`src/verilog/tawg_consts.svh`:
```
`ifndef TAWG_CONSTS_SVH
`define TAWG_CONSTS_SVH
// Operation
// - A write to a protected bit takes effect only while the window is open, else it is dropped.
// - Writing AAh to the key register starts a count that waits 3 machine cycles for 55h.
// - The window opens only when 55h follows AAh within 3 machine cycles.
// - An open window stays open 3 machine cycles and then closes by itself.
// - The key register is decoded at special-function address C7h, both key bytes go there.
// - Watchdog control, memory size adjust, wait-state and power-reset flag are protected.
// - A 55h arriving 4 machine cycles after AAh opens nothing, later protected writes fail.

// Register addresses
`define TAWG_ADDR_KEY       8'hC7
`define TAWG_ADDR_WDCTL     8'hD8
`define TAWG_ADDR_SYSCTL    8'h8E
`define TAWG_ADDR_STATUS    8'hC6
// Key bytes
`define TAWG_KEY_FIRST      8'hAA
`define TAWG_KEY_SECOND     8'h55
// Machine cycle timing
`define TAWG_CLKS_PER_MC    4
`define TAWG_ARM_MC         3
`define TAWG_OPEN_MC        3
// Reset values
`define TAWG_WDCTL_RST      8'h00
`define TAWG_SYSCTL_RST     8'h00
// Field positions
`define TAWG_WD_RESTART_BIT 0
`define TAWG_WD_RSTEN_BIT   1
`define TAWG_WD_RSTFLAG_BIT 2
`define TAWG_WD_POR_BIT     6
`endif

```
`src/verilog/tawg_pkg.sv`:
```
package tawg_pkg;
  typedef enum logic [1:0] {
    TAWG_IDLE  = 2'b00,
    TAWG_ARMED = 2'b01,
    TAWG_OPEN  = 2'b10
  } tawg_state_type;

  typedef struct packed {
    logic [7:0] addr;
    logic [7:0] wdata;
    logic       wr;
    logic       rd;
  } tawg_bus_type;
endpackage

```
`src/verilog/tawg_mc_tick.sv`:
```
`timescale 1ns/100ps
`include "tawg_consts.svh"
// Machine cycle tick generator
module tawg_mc_tick #(
  parameter int CLKS_PER_MC = `TAWG_CLKS_PER_MC
) (
  input  wire logic ref_clk_i,
  input  wire logic sys_rst_i,
  output logic      tick_o
);
  logic [3:0] div_cnt;

  // Divide core clock into machine cycles
  always_ff @(posedge ref_clk_i) begin
    if (sys_rst_i) begin
      div_cnt <= 4'h0;
    end else if (div_cnt == 4'(CLKS_PER_MC - 1)) begin
      div_cnt <= 4'h0;
    end else begin
      div_cnt <= div_cnt + 4'h1;
    end
  end

  assign tick_o = (div_cnt == 4'(CLKS_PER_MC - 1));
endmodule

```
`src/verilog/tawg_guard.sv`:
```
// The address-and-strobe port was decided locally.
`timescale 1ns/100ps
`include "tawg_consts.svh"
////////////////////////////////////////////////////////////////////////////////
// Timed access write guard
module tawg_guard #(
  parameter int CLKS_PER_MC = `TAWG_CLKS_PER_MC,
  parameter int ARM_MC      = `TAWG_ARM_MC,
  parameter int OPEN_MC     = `TAWG_OPEN_MC
) (
  input  wire logic       ref_clk_i,
  input  wire logic       sys_rst_i,
  input  wire logic [7:0] addr_i,
  input  wire logic [7:0] wdata_i,
  input  wire logic       wr_i,
  input  wire logic       rd_i,
  input  wire logic       wd_flag_set_i,
  input  wire logic       por_flag_set_i,
  output logic [7:0]      rdata_o,
  output logic            window_open_o,
  output logic            wd_restart_o,
  output logic            wd_reset_en_o,
  output logic [1:0]      wd_interval_o,
  output logic [2:0]      rom_size_o,
  output logic [1:0]      wait_states_o,
  output logic            blocked_o
);
  ////////////////////////////////////////////////////////////////////////////
  // Declarations
  tawg_pkg::tawg_bus_type   bus;
  tawg_pkg::tawg_state_type state;
  logic [3:0]               mc_cnt;
  logic                     mc_tick;
  logic [7:0]               wdctl;
  logic [7:0]               sysctl;
  logic                     wr_key;
  logic                     wr_wdctl;
  logic                     wr_sysctl;
  logic                     drop_seen;

  assign bus = '{addr: addr_i, wdata: wdata_i, wr: wr_i, rd: rd_i};

  // Address match on a write
  function automatic logic hit(input tawg_pkg::tawg_bus_type b, input logic [7:0] a);
    hit = b.wr && (b.addr == a);
  endfunction

  ////////////////////////////////////////////////////////////////////////////
  // Machine cycle timing
  tawg_mc_tick #(
    .CLKS_PER_MC(CLKS_PER_MC)
  ) u_tick (
    .ref_clk_i(ref_clk_i),
    .sys_rst_i(sys_rst_i),
    .tick_o   (mc_tick)
  );

  assign wr_key    = hit(bus, `TAWG_ADDR_KEY);
  assign wr_wdctl  = hit(bus, `TAWG_ADDR_WDCTL);
  assign wr_sysctl = hit(bus, `TAWG_ADDR_SYSCTL);

  ////////////////////////////////////////////////////////////////////////////
  // Unlock sequencer
  always_ff @(posedge ref_clk_i) begin
    if (sys_rst_i) begin
      state  <= tawg_pkg::TAWG_IDLE;
      mc_cnt <= 4'h0;
    end else begin
      unique case (state)
        tawg_pkg::TAWG_IDLE: begin
          if (wr_key && wdata_i == `TAWG_KEY_FIRST) begin
            state  <= tawg_pkg::TAWG_ARMED;
            mc_cnt <= 4'h0;
          end
        end
        tawg_pkg::TAWG_ARMED: begin
          if (wr_key && wdata_i == `TAWG_KEY_SECOND) begin
            state  <= tawg_pkg::TAWG_OPEN;
            mc_cnt <= 4'h0;
          end else if (wr_key && wdata_i == `TAWG_KEY_FIRST) begin
            mc_cnt <= 4'h0; // Fresh first key restarts
          end else if (wr_key) begin
            state <= tawg_pkg::TAWG_IDLE;
          end else if (mc_tick) begin
            if (mc_cnt == 4'(ARM_MC - 1)) begin
              state <= tawg_pkg::TAWG_IDLE;
            end else begin
              mc_cnt <= mc_cnt + 4'h1;
            end
          end
        end
        tawg_pkg::TAWG_OPEN: begin
          if (mc_tick) begin
            if (mc_cnt == 4'(OPEN_MC - 1)) begin
              state <= tawg_pkg::TAWG_IDLE;
            end else begin
              mc_cnt <= mc_cnt + 4'h1;
            end
          end
        end
        default: begin
          state <= tawg_pkg::TAWG_IDLE;
        end
      endcase
    end
  end

  assign window_open_o = (state == tawg_pkg::TAWG_OPEN);

  ////////////////////////////////////////////////////////////////////////////
  // Protected watchdog control
  always_ff @(posedge ref_clk_i) begin
    if (sys_rst_i) begin
      wdctl <= `TAWG_WDCTL_RST;
    end else begin
      if (wr_wdctl && window_open_o) begin
        wdctl <= wdata_i;
      end else begin
        wdctl[`TAWG_WD_RESTART_BIT] <= 1'b0; // Restart self clears
      end
      // Hardware sets win over software clear
      if (wd_flag_set_i) begin
        wdctl[`TAWG_WD_RSTFLAG_BIT] <= 1'b1;
      end
      if (por_flag_set_i) begin
        wdctl[`TAWG_WD_POR_BIT] <= 1'b1;
      end
    end
  end

  // Protected system control: size and wait states
  always_ff @(posedge ref_clk_i) begin
    if (sys_rst_i) begin
      sysctl <= `TAWG_SYSCTL_RST;
    end else if (wr_sysctl && window_open_o) begin
      sysctl <= wdata_i;
    end
  end

  // Sticky indicator of dropped protected writes
  always_ff @(posedge ref_clk_i) begin
    if (sys_rst_i) begin
      drop_seen <= 1'b0;
    end else if ((wr_wdctl || wr_sysctl) && !window_open_o) begin
      drop_seen <= 1'b1;
    end else if (rd_i && addr_i == `TAWG_ADDR_STATUS) begin
      drop_seen <= 1'b0;
    end
  end

  ////////////////////////////////////////////////////////////////////////////
  // Read data, one cycle after strobe
  always_ff @(posedge ref_clk_i) begin
    if (sys_rst_i) begin
      rdata_o <= 8'h00;
    end else if (rd_i) begin
      unique case (addr_i)
        `TAWG_ADDR_WDCTL:  rdata_o <= wdctl;
        `TAWG_ADDR_SYSCTL: rdata_o <= sysctl;
        `TAWG_ADDR_STATUS: rdata_o <= {5'h00, drop_seen, state};
        default:           rdata_o <= 8'h00;
      endcase
    end else begin
      rdata_o <= 8'h00;
    end
  end

  // Control outputs
  assign wd_restart_o  = wdctl[`TAWG_WD_RESTART_BIT];
  assign wd_reset_en_o = wdctl[`TAWG_WD_RSTEN_BIT];
  assign wd_interval_o = wdctl[5:4];
  assign rom_size_o    = sysctl[2:0];
  assign wait_states_o = sysctl[5:4];
  assign blocked_o     = drop_seen;
endmodule

```
`config.mk`:
```
export PLATFORM = sky130hd
export DESIGN_NAME = tawg_guard
export DESIGN_NICKNAME = d
export VERILOG_FILES = /design/src/verilog/tawg_pkg.sv /design/src/verilog/tawg_mc_tick.sv /design/src/verilog/tawg_guard.sv
export VERILOG_INCLUDE_DIRS = /design/src /design/src/verilog
export SDC_FILE = /design/constraint.sdc
export NUM_CORES = 1
export LEC_CHECK = 0
export BUFFER_PORTS_ARGS = -buffer_cell sky130_fd_sc_hd__buf_4
export CAP_MARGIN = 20
export CORE_UTILIZATION = 40
export DETAILED_ROUTE_END_ITERATION = 6
export GPL_TIMING_DRIVEN = 0
export HOLD_SLACK_MARGIN = 0.03
export PLACE_DENSITY = 0.64
export SLEW_MARGIN = 15
export SYNTH_ARGS = -nofsm -noshare
export SYNTH_HDL_FRONTEND = slang
export SYNTH_HIERARCHICAL = 1
export SYNTH_SLANG_ARGS = --single-unit
```
`constraint.sdc`:
```
create_clock -name ref_clk_i -period 2 [get_ports ref_clk_i]
set_input_delay 0.6 -clock ref_clk_i [delete_from_list [all_inputs] [get_ports ref_clk_i]]
set_output_delay 0.6 -clock ref_clk_i [all_outputs]
set_load 0.1 [all_outputs]
```
# --- Yosys cells after proc, flatten, opt, wreduce, memory -nomap -nowiden ---
# Cells that the tools add are included.
totals:
  regBits: 35
  mem_bits_rw: 0
  out_inout_bits: 19
  mem_bits_ro: 0
  word_cells: 68
  inputBits: 22
  latch_bits: 0
  memories: 0
op_classes:
  mux: 20
  n_lt_le_gt_ge: 0
  n_div: 0
  shift: 0
  bitwise_logic: 2
  mul: 0
  n_addsub: 2
  reduce_logical: 21
  n_eq_ne: 13
op_table:
  columns: ["operator", "count"]
  rows:
  - ["$eq 8x8->1 const B", 5]
  - ["$mux 4", 6]
  - ["$pmux 8 s3", 1]
  - ["$mux 2", 6]
  - ["$pmux 4 s3", 1]
  - ["$logic_and 1x1->1", 9]
  - ["$add 4x1->4 const B", 2]
  - ["$eq 4x2->1 const B", 2]
  - ["$eq 8x7->1 const B", 1]
  - ["$mux 6", 1]
  - ["$pmux 2 s3", 1]
  - ["$reduce_bool 2->1", 3]
  - ["$reduce_or 2->1", 3]
  - ["$mux 1", 4]
  - ["$ne 4x4->1 const B", 1]
  - ["$ne 3x3->1 const B", 1]
  - ["$reduce_and 3->1", 1]
  - ["$reduce_bool 3->1", 1]
  - ["$eq 2x1->1 const B", 1]
  - ["$eq 2x2->1 const B", 1]
  - ["$logic_not 2->1", 1]
  - ["$ne 2x2->1 const B", 1]
  - ["$not 1->1", 2]
  - ["$reduce_and 2->1", 1]
  - ["2 further kinds", 2]

# --- Logic depth before layout (Yosys ltp) ---
# Gate-level depths: netlist of the first run.
depth:
  depth_word: 7
  ltp_mapped: 8

# --- Cells and area by module ---
# Netlist of the first run, hierarchy kept.
by_module_without_submodules:
  columns: ["module", "n_inst", "area_per_inst_um2", "cells_each"]
  rows:
  - ["tawg_guard", 1, 1541.5, 167]
  - ["tawg_mc_tick", 1, 157.7, 15]

# --- Worst setup path before layout of the first run ---
# OpenSTA, ideal clock, no wires.
synth_path:
  path_type: "register -> register"
  from: "reg state[0]"
  to: "reg sysctl[1]"
  n_path_buf: 0
  setup_slack_ps: -303
  t_arrival_ps: 2176
  required_ps: 1872
  stages_incl_launch_ff: 6
  period_less_slack_ps: 2303
  path_cell_list: "dfxtp_1 inv_1 ha_1 nand3_1 mux2i_1 nor2_1"
synth_between:
  elab_chain_cells: 2
synth_lines:
  columns: ["item", "line", "rtl"]
  rows:
  - ["start: declaration", "tawg_guard.sv:31", "tawg_pkg::tawg_state_type state;"]
  - ["start signal: assignment", "tawg_guard.sv:66", "state <= tawg_pkg::TAWG_IDLE;"]
  - ["start signal: assignment", "tawg_guard.sv:72", "state <= tawg_pkg::TAWG_ARMED;"]
  - ["start signal: assignment", "tawg_guard.sv:78", "state <= tawg_pkg::TAWG_OPEN;"]
  - ["$eq 2x2->1", "tawg_guard.sv:108", "assign window_open_o = (state == tawg_pkg::TAWG_OPEN);"]
  - ["via window_open_o", "tawg_guard.sv:20", "output logic window_open_o,"]
  - ["$logic_and 1x1->1", "tawg_guard.sv:135", "end else if (wr_sysctl && window_open_o) begin"]
  - ["end signal: assignment", "tawg_guard.sv:134", "sysctl <= `TAWG_SYSCTL_RST;"]
  - ["end signal: assignment", "tawg_guard.sv:136", "sysctl <= wdata_i;"]
  - ["end: declaration", "tawg_guard.sv:35", "logic [7:0] sysctl;"]
# The timed path passes the listed nets, and every way through them passes these cells.
# A chain may end at the register's enable or synchronous reset.

# --- Worst setup path in the final report of the first run ---
layout_path:
  from: "in addr_i[4]"
  to: "reg mc_cnt[0]"
layout_between:
  elab_chain_cells: 6
  elab_cells_between_ends: 10
  cone_classes: "eq/ne (3); mux (3); reduce/logical (4)"
layout_lines:
  columns: ["item", "line", "rtl"]
  rows:
  - ["start: declaration", "tawg_guard.sv:13", "input wire logic [7:0] addr_i,"]
  - ["$eq 8x8->1 *", "tawg_guard.sv:45", "hit = b.wr && (b.addr == a);"]
  - ["$logic_and 1x1->1 *", "tawg_guard.sv:45", null]
  - ["$logic_and 1x1->1 (no source line)", null, null]
  - ["$mux 4", "tawg_guard.sv:80", "end else if (wr_key && wdata_i == `TAWG_KEY_FIRST) begin"]
  - ["$mux 4", "tawg_guard.sv:77", "if (wr_key && wdata_i == `TAWG_KEY_SECOND) begin"]
  - ["$pmux 4 s3", "tawg_guard.sv:69", "unique case (state)"]
  - ["end signal: assignment", "tawg_guard.sv:88", "mc_cnt <= mc_cnt + 4'h1;"]
  - ["end signal: assignment", "tawg_guard.sv:97", "mc_cnt <= mc_cnt + 4'h1;"]
  - ["end: declaration", "tawg_guard.sv:32", "logic [3:0] mc_cnt;"]
# Mark *: on every way between the ends. The rest lies on a longest branch, timed or not.

==> results of run 1 <==
[power by group through the flow]
| stage | logic [mW] | clock network (mW) | registers, mW |
|---|---|---|---|
| after CTS | 0.0934 | 0.622 | 0.710 |
| final | 0.0972 | 0.610 | 0.710 |
| after global placement | 0.0902 | 0 | 0.725 |
| after floorplan | 0.0381 | 0 | 0.725 |
| after detailed placement | 0.0909 | 0 | 0.726 |
| after global routing | 0.107 | 0.654 | 0.710 |
[timing repair]
item / 4_1_cts / 5_1_grt
buffers inserted: 0 / 1
pin swaps: 0 / 1
setup endpoints to repair: 11 / 12
resized for setup: 3 / 9
[cells in the mapped netlist, types with 3 or more instances]
library cell	number	area, µm²
sky130_fd_sc_hd__dfxtp_1	35	701
sky130_fd_sc_hd__nor2_1	23	86.3
sky130_fd_sc_hd__mux2i_1	15	150
sky130_fd_sc_hd__a21oi_1	11	55.1
sky130_fd_sc_hd__inv_1	10	37.5
sky130_fd_sc_hd__nand2_1	9	33.8
sky130_fd_sc_hd__buf_4	7	52.6
sky130_fd_sc_hd__ha_1	7	87.6
sky130_fd_sc_hd__nor3_1	7	35.0
sky130_fd_sc_hd__a22oi_1	6	45.0
sky130_fd_sc_hd__nand2b_1	5	31.3
sky130_fd_sc_hd__nand3_1	5	25.0
sky130_fd_sc_hd__nor3b_1	4	30.0
sky130_fd_sc_hd__a222oi_1	3	30.0
sky130_fd_sc_hd__nor2b_1	3	18.8
[flip-flops by register name (all words and copies together), names as in the netlist]
| name | cells |
|---|---|
| u_tick/div_cnt | 4 |
| wdctl | 8 |
| rdata_o | 8 |
| mc_cnt | 4 |
| sysctl | 8 |
| state | 2 |
| blocked_o | 1 |
[cells by family after synthesis]
family | Yosys count
muxes | 16
adders and majority gates | 7
and+or+nand+nor | 70
DFF | 35
buffers and inverters | 20
AOI/OAI and AO/OA | 34
[area by class of cell]
type	count	area, µm²
Clock inverter	1	30.0
Tap cell	50	62.6
Fill cell	374	1790
Buffer	10	65.1
Clock buffer	6	72.6
Sequential cell	35	703
Multi-Input combinational cell	127	960
Timing Repair Buffer	41	308
Inverter	10	37.5
[metal layers]
| layer | up-vias | wire [µm] |
|---|---|---|
| met5 | - | 0 |
| met4 | 0 | 44 |
| met3 | 4 | 287 |
| met2 | 59 | 1750 |
| met1 | 692 | 1840 |
| li1 | 750 | - |
[path summary, 6_finish.rpt]
kind,start,endpoint,cells after the start
setup / recovery,addr_i[4],mc_cnt[0]$_SDFFE_PP0P_,7
hold / removal,u_tick/div_cnt[0]$_SDFF_PP0_,u_tick/div_cnt[0]$_SDFF_PP0_,1
setup reg to reg,u_tick/div_cnt[0]$_SDFF_PP0_,state[0]$_SDFFE_PP0P_,7
hold reg to reg,u_tick/div_cnt[0]$_SDFF_PP0_,u_tick/div_cnt[0]$_SDFF_PP0_,1
[critical path, stage by stage]
cell	delay, ns
sky130_fd_sc_hd__buf_4	0.11
sky130_fd_sc_hd__nand2b_1	0.24
sky130_fd_sc_hd__or3_4	0.46
sky130_fd_sc_hd__a21oi_1	0.22
sky130_fd_sc_hd__o21ai_4	0.10
sky130_fd_sc_hd__o21ai_1	0.21
sky130_fd_sc_hd__o22ai_1	0.14
[per-stage QoR]
| step | TNS (ns) | utilization [%] | area, µm² |
|---|---|---|---|
| 2_1_floorplan | 0 | - | 1700 |
| 3_3_place_gp | -8.16 | 51.2 | 2060 |
| 4_1_cts | 0 | 54.3 | 2190 |
| 5_1_grt | 0 | 55.6 | 2240 |
| 6_report | 0 | 55.6 | 2240 |
| 3_5_place_dp | -8.65 | 51.2 | 2060 |
==> results_dict.tcl, run 1 <==
set metrics [dict create \
    status "complete, no violations" \
    synth-adder-area-share_pct 5.15 \
    hold_path_class "reg -> reg" \
    final.setup_skew_ns 0.00491 \
    critical_path.max_fanout 5 \
    synth.distinct_cells 41 \
    drt_iter0_drc 74 \
    highest_attainable_clock_frequency_mhz 522 \
    dp.cells 272 \
    tritoncts_clock_tree "done" \
    stdcell_count 280 \
    ctsLongestPathBuffers 2 \
    antenna_found_initial 0 \
    clk-insertion-delay-late_ns 0.28 \
    ctsHoldBuffers 0 \
    core_mm2 0.00403 \
    vdd_drop_max_v 0.000560 \
    wl_per_cell_um 14.0 \
    viasPerCell 5.38 \
    rrSetupSlack_ns 0.14 \
    combPwrFrac_pct 6.9 \
    yosys_most_used_dff "sky130_fd_sc_hd__dfxtp_1" \
    synth.mux.area_fraction_pct 9.50 \
    worst_pin_slew_ns 0.766 \
    cts_max_level 2 \
    power_density_mw_per_mm2 633 \
    timing.max_cap.violations 0 \
    grt_util_met1_pct 25.1 \
    period_needed_ns 1.91 \
    ys.warnings.count 6 \
    global_route.peak_usage_layer "met2" \
    first_pass_iters 5 \
    net_switching_mw 0.297 \
    yosys_reg_bits 35 \
    relSlewSlack_pct 48.8 \
    numClockSinks 35 \
    post_route_cells_drive_above_1_share_pct 31.7 \
    final-hold-violation-count 0 \
    io_buffers 40 \
    io-pin-count 41 \
    power_switching_share_pct 21.0 \
    first_global_vias 1329 \
    syn_to_final_growth_pct 31.7 \
    die_area_mm2 0.00451 \
    initial_utilization_pct 42.2 \
    final.period_utilization_pct 95.7 \
    layout.cells.most_common "sky130_fd_sc_hd__buf_4" \
    cp-end-kind "register" \
    timing.critical_path.from_type "primary input" \
    synth-seq-area-share_pct 41.2 \
    clkTransAtPathRegs_ns 0.07 \
    synth_enable_flop_cells 0 \
    power_frac_seq_pct 50.1 \
    synth.cell_area_mm2 0.00170 \
    row_count 23 \
    synth-compound-area-share_pct 15.1 \
    vias 1505 \
    gr-usage-all-layers_pct 18.8 \
    synthSimpleGateAreaFrac_pct 23.0 \
    synth.net_count 211 \
    drt_drc_violations_left 0 \
    detail-route-antenna-nets 0 \
    grtUsageMet2_pct 28.9 \
    final_cell_mix "48 x sky130_fd_sc_hd__buf_4, 33 x sky130_fd_sc_hd__dfxtp_1, 23 x sky130_fd_sc_hd__nor2_1" \
    globalRouteMet3Util_pct 4.90 \
    synthCells 182 \
    globalRouteOverflowTotal 0 \
    static-leakage-power_nw 0.972 \
    postLayoutSetupSlackWorst_ns 0.0852 \
    finalSetupViolations 0 \
    power_report.internal_total_mw 1.12 \
    critPathKind "in -> reg" \
    grt_max_degree 11 \
    dp_hpwl_mm 2.82 \
    synth-xor-area-share_pct 0 \
    synthesis.area_per_instance_um2 9.34 \
    overall_power_after_layout_mw 1.42 \
    chipHeight_um 67.2 \
    place_congestion 0.768 \
    final_net_count 259 \
    setup_slack_placement_ns -0.576 \
    setup_repair_after_global_routing_missed_its_margin "no" \
    drt-total-wl_mm 3.92 \
    die_x_um 67.2 \
    synth_async_sr_flop_share_pct 0 \
    final-max-slew-violation-count 0 \
    finalHoldWorstSlack_ns 0.463 \
    p_clk_share_pct 43.1 \
    wire_length_of_the_first_global_routing_pass_mm 6.21 \
    numCtsBuffers 5 \
    worst-endpoint-required_ns 2.16 \
    synth_top_family_by_area "simple AND/OR/NAND/NOR gates" \
    ctsRootBufferMaster "sky130_fd_sc_hd__clkbuf_8" \
    insertedDiodeCount 0 \
    worst-endpoint-arrival_ns 2.07 \
]
Power figures use the tool's default switching activity.
==> run 2, diff against run 1 <==
- BUFFER_PORTS_ARGS: -buffer_cell sky130_fd_sc_hd__buf_4 -> not set
- DONT_BUFFER_PORTS: not set -> 1
- PLACE_DENSITY: 0.64 -> 0.55
==> run 2 against run 1 <==
Against the previous run:
- critical path depth is 7 lower
- register-to-register slack hardly changed
- sequential share of layout area is 4.9 points higher
- cell area is 14% lower
- cell count is 14% lower
- critical path type is now reg -> out
- largest cell class unchanged
- largest power group unchanged
==> results_dict.tcl, run 2 (same netlist as run 1, synthesis figures left out) <==
set metrics [dict create \
    status "complete, no violations" \
    io_buffers 0 \
    antenna_found_initial 0 \
    final_cell_mix "35 x sky130_fd_sc_hd__dfxtp_1, 23 x sky130_fd_sc_hd__nor2_1, 15 x sky130_fd_sc_hd__mux2i_1" \
    initial_utilization_pct 42.2 \
    io-pin-count 41 \
    placed_area_mm2 0.00176 \
    dp_hpwl_mm 2.80 \
    wire_length_of_the_first_global_routing_pass_mm 6.21 \
    timing.max_cap.violations 0 \
    postLayoutSetupSlackWorst_ns 0.114 \
    drt-total-wl_mm 3.83 \
    place_congestion 0.913 \
    final.period_utilization_pct 94.3 \
    numCtsBuffers 5 \
    worst-endpoint-arrival_ns 1.29 \
    die_x_um 67.2 \
    grt_max_degree 12 \
    final-hold-violation-count 0 \
    ctsLongestPathBuffers 2 \
    layout.cells.most_common "sky130_fd_sc_hd__dfxtp_1" \
    drt_drc_violations_left 0 \
    top_signal_layer_used "met4" \
    wl_per_cell_um 16.0 \
    route.met2.wl_mm 1.84 \
    power_density_mw_per_mm2 732 \
    setup_slack_placement_ns -0.441 \
    chipHeight_um 67.2 \
    detail-route-antenna-nets 0 \
    ctsRootBufferMaster "sky130_fd_sc_hd__clkbuf_8" \
    finalHoldWorstSlack_ns 0.382 \
    relSlewSlack_pct 31.7 \
    syn_to_final_growth_pct 13.5 \
    core_mm2 0.00403 \
    cts_max_level 2 \
    gr-usage-all-layers_pct 18.7 \
    critical_path.max_fanout 3 \
    highest_attainable_clock_frequency_mhz 530 \
    post_route_cells_drive_above_1_share_pct 15.8 \
    worst_pin_slew_ns 1.02 \
    period_needed_ns 1.89 \
    first_global_vias 1343 \
    vias 1349 \
    insertedDiodeCount 0 \
    met1_length_mm 1.70 \
    rrSetupSlack_ns 0.15 \
    worst-endpoint-required_ns 1.40 \
    tritoncts_clock_tree "done" \
    largest_registers "rdata_o x8, sysctl x8, wdctl x8" \
    clk-insertion-delay-late_ns 0.28 \
    timing.critical_path.depth 0 \
    overall_power_after_layout_mw 1.41 \
    hold_path_depth 1 \
    postLayoutCellArea_mm2 0.00193 \
    final.fill_count 393 \
    row_count 23 \
    cp-end-kind "primary output" \
    ctsHoldBuffers 0 \
    setup_repair_after_global_routing_missed_its_margin "no" \
    ctsResizeCount 3 \
    post-cts-setup-buffers 0 \
    met3_length_um 211 \
    finalSetupViolations 0 \
    numClockSinks 35 \
    critPathKind "reg -> out" \
    final.setup_skew_ns 0.00342 \
    final-max-slew-violation-count 0 \
    timing.critical_path.from_type "register" \
    post_layout_utilization_of_the_core_pct 47.9 \
    first_pass_iters 4 \
    final_net_count 218 \
    globalRouteOverflowTotal 0 \
    static-leakage-power_nw 0.769 \
    vdd_drop_max_v 0.000345 \
    clkTransAtPathRegs_ns 0.07 \
    viasPerCell 5.62 \
    hold_path_class "in -> reg" \
    worst_r2r_path_depth 7 \
    die_area_mm2 0.00451 \
    drt_iter0_drc 57 \
]
## run 2: area by class of cell
| class | count | area (µm²) | share of cell area (%) |
|---|---|---|---|
| clock inverter | 2 | 35.0 | 1.82 |
| inverter | 10 | 37.5 | 1.95 |
| clock buffer | 6 | 82.6 | 4.28 |
| buffer | 10 | 67.6 | 3.50 |
| sequential | 35 | 701 | 36.3 |
| multi-input combinational | 127 | 942 | 48.9 |
| tap | 50 | 62.6 | 3.24 |
## run 2: path summary, 6_finish.rpt
check	startpoint	endpoint
setup / recovery	wdctl[1]$_SDFFE_PP0P_	wd_reset_en_o
hold / removal	sys_rst_i	u_tick/div_cnt[0]$_SDFF_PP0_
setup reg to reg	state[1]$_SDFFE_PP0P_	mc_cnt[2]$_SDFFE_PP0P_
hold reg to reg	u_tick/div_cnt[0]$_SDFF_PP0_	u_tick/div_cnt[0]$_SDFF_PP0_
## run 2: per-layer routing
| metal | up-vias | track usage, % |
|---|---|---|
| li1 | 667 | - |
| met1 | 632 | 21.7 |
| met2 | 41 | 31.4 |
| met3 | 9 | 5.74 |
| met4 | 0 | 8.51 |
| met5 | - | 0 |
## run 2: report_power, final
group / internal, mW / total, mW / switching, mW
sequential: 0.705 / 0.710 / 0.00519
clock: 0.403 / 0.651 / 0.248
combinational: 0.0225 / 0.0497 / 0.0272
## run 2: through the flow
stage | setup TNS (ns) | cells
3_3_place_gp | -5.61 | 232
6_report | 0 | 240
4_1_cts | 0 | 240
5_1_grt | 0 | 240
3_5_place_dp | -6.40 | 232
2_1_floorplan | 0 | 182
==> run 3, diff against run 2 <==
- CORE_ASPECT_RATIO: not set -> 0.6
==> run 3 against run 2 <==
Against the previous run:
- count of clock-buffer cells in the layout unchanged
- maximum frequency grew 0.62%
- clock skew about the same
- cell count rose by 2.9%
- via count rose by 0.82%
- non-clock buffer count unchanged
- first-iteration DRC count rose to 3.0 times the previous value
- wire length rose by 2.1%
- utilization increased by 2.6 points
- global-route usage fell by 0.27 points
- largest cell class unchanged
- largest power group unchanged
==> results_dict.tcl, run 3 (same netlist as run 1, synthesis figures left out) <==
set metrics [dict create \
    static-leakage-power_nw 0.772 \
    power_report.internal_total_mw 1.13 \
    viasPerCell 5.51 \
    first_pass_iters 4 \
    detail-route-antenna-nets 0 \
    final.setup_skew_ns 0.00351 \
    postLayoutCellArea_mm2 0.00195 \
    power_switching_share_pct 20.9 \
    overall_power_after_layout_mw 1.43 \
    final-max-slew-violation-count 0 \
    status "complete, no violations" \
    clk-insertion-delay-late_ns 0.28 \
    finalSetupViolations 0 \
    drt_iter0_drc 170 \
    die_x_um 86.1 \
    combPwrFrac_pct 3.6 \
    initial_utilization_pct 43.9 \
    critical_path.max_fanout 3 \
    ctsHoldBuffers 0 \
    worst-endpoint-required_ns 1.40 \
    chipHeight_um 52.5 \
    hold_path_class "in -> reg" \
    core_mm2 0.00387 \
    ctsRootBufferMaster "sky130_fd_sc_hd__clkbuf_8" \
    numCtsBuffers 5 \
    final_cell_mix "35 x sky130_fd_sc_hd__dfxtp_1, 23 x sky130_fd_sc_hd__nor2_1, 15 x sky130_fd_sc_hd__mux2i_1" \
    net_switching_mw 0.299 \
    insertedDiodeCount 0 \
    timing.max_cap.violations 0 \
    io_buffers 0 \
    row_count 17 \
    timing.critical_path.from_type "register" \
    wl_per_cell_um 15.9 \
    setup_repair_after_global_routing_missed_its_margin "no" \
    tritoncts_clock_tree "done" \
    gr-usage-all-layers_pct 18.5 \
    final_net_count 218 \
    drt-total-wl_mm 3.92 \
    final-hold-violation-count 0 \
    vias 1360 \
    relSlewSlack_pct 32.7 \
    critPathKind "reg -> out" \
    vdd_drop_max_v 0.000334 \
    final.period_utilization_pct 93.7 \
    first_global_vias 1248 \
    die_area_mm2 0.00452 \
    power_density_mw_per_mm2 732 \
    power_frac_seq_pct 49.7 \
    place_congestion 0.898 \
    antenna_found_initial 0 \
    p_clk_share_pct 46.7 \
    drt_drc_violations_left 0 \
    dp_hpwl_mm 2.92 \
    grt_max_degree 12 \
    clkTransAtPathRegs_ns 0.07 \
    ctsLongestPathBuffers 2 \
    worst_pin_slew_ns 1.01 \
    period_needed_ns 1.87 \
    worst-endpoint-arrival_ns 1.27 \
    highest_attainable_clock_frequency_mhz 534 \
    cp-end-kind "primary output" \
    numClockSinks 35 \
    wire_length_of_the_first_global_routing_pass_mm 6.08 \
    syn_to_final_growth_pct 15.0 \
    post_route_cells_drive_above_1_share_pct 16.3 \
    io-pin-count 41 \
    finalSetupTns_ns 0 \
    largest_registers "rdata_o x8, sysctl x8, wdctl x8" \
    cts_max_level 2 \
    post-cts-setup-buffers 0 \
    layout.cells.most_common "sky130_fd_sc_hd__dfxtp_1" \
    placed_area_mm2 0.00177 \
    globalRouteOverflowTotal 0 \
]
run 3: repair_timing:
item	in CTS	in global routing
endpoints found under the setup margin	19	24
pin swaps	0	0
resized for setup	3	7
run 3: through the flow:
stage / std cells / utilization, % / worst slack (ns) / hold WS [ns]
finish: 247 / 50.5 / 0.126 / 0.380
floorplan: 182 / - / 0.0564 / 0.426
detailed placement: 239 / 45.8 / -0.388 / 0.464
global placement: 239 / 45.8 / -0.350 / 0.446
CTS: 247 / 49.3 / 0.0112 / 0.374
global route: 247 / 50.5 / 0.00237 / 0.360
run 3: final timing paths:
path,from,to,slack (ns),cells after the start
hold / removal,sys_rst_i,u_tick/div_cnt[2]$_SDFF_PP0_,0.38,1
setup reg to reg,u_tick/div_cnt[0]$_SDFF_PP0_,state[0]$_SDFFE_PP0P_,0.13,7
hold reg to reg,u_tick/div_cnt[0]$_SDFF_PP0_,u_tick/div_cnt[0]$_SDFF_PP0_,0.46,1
setup / recovery,wdctl[1]$_SDFFE_PP0P_,wd_reset_en_o,0.13,0
run 3: power groups by stage:
stage | Clock (mW) | Combinational, mW | Sequential (mW)
after floorplan | 0 | 0.0381 | 0.725
after global placement | 0 | 0.0452 | 0.726
after detailed placement | 0 | 0.0478 | 0.727
after CTS | 0.677 | 0.0493 | 0.711
after global routing | 0.714 | 0.0572 | 0.711
final | 0.668 | 0.0512 | 0.711
run 3: cell type report:
| class | instances | area (µm²) |
|---|---|---|
| multi-input cells | 127 | 962 |
| plain buffers | 10 | 65.1 |
| well taps | 57 | 71.3 |
| clock inverters | 2 | 35.0 |
| clock buffers | 6 | 82.6 |
| inverters | 10 | 37.5 |
| flip-flops and latches | 35 | 701 |
| fillers | 355 | 1920 |
run 3: metal layers:
layer / vias up / global-route usage (%) / share of wire [%]
met4: 0 / 5.00 / 0.72
met3: 2 / 6.77 / 7.1
met1: 643 / 26.4 / 53
met2: 48 / 25.8 / 40
met5: - / 0 / 0
li1: 667 / - / -
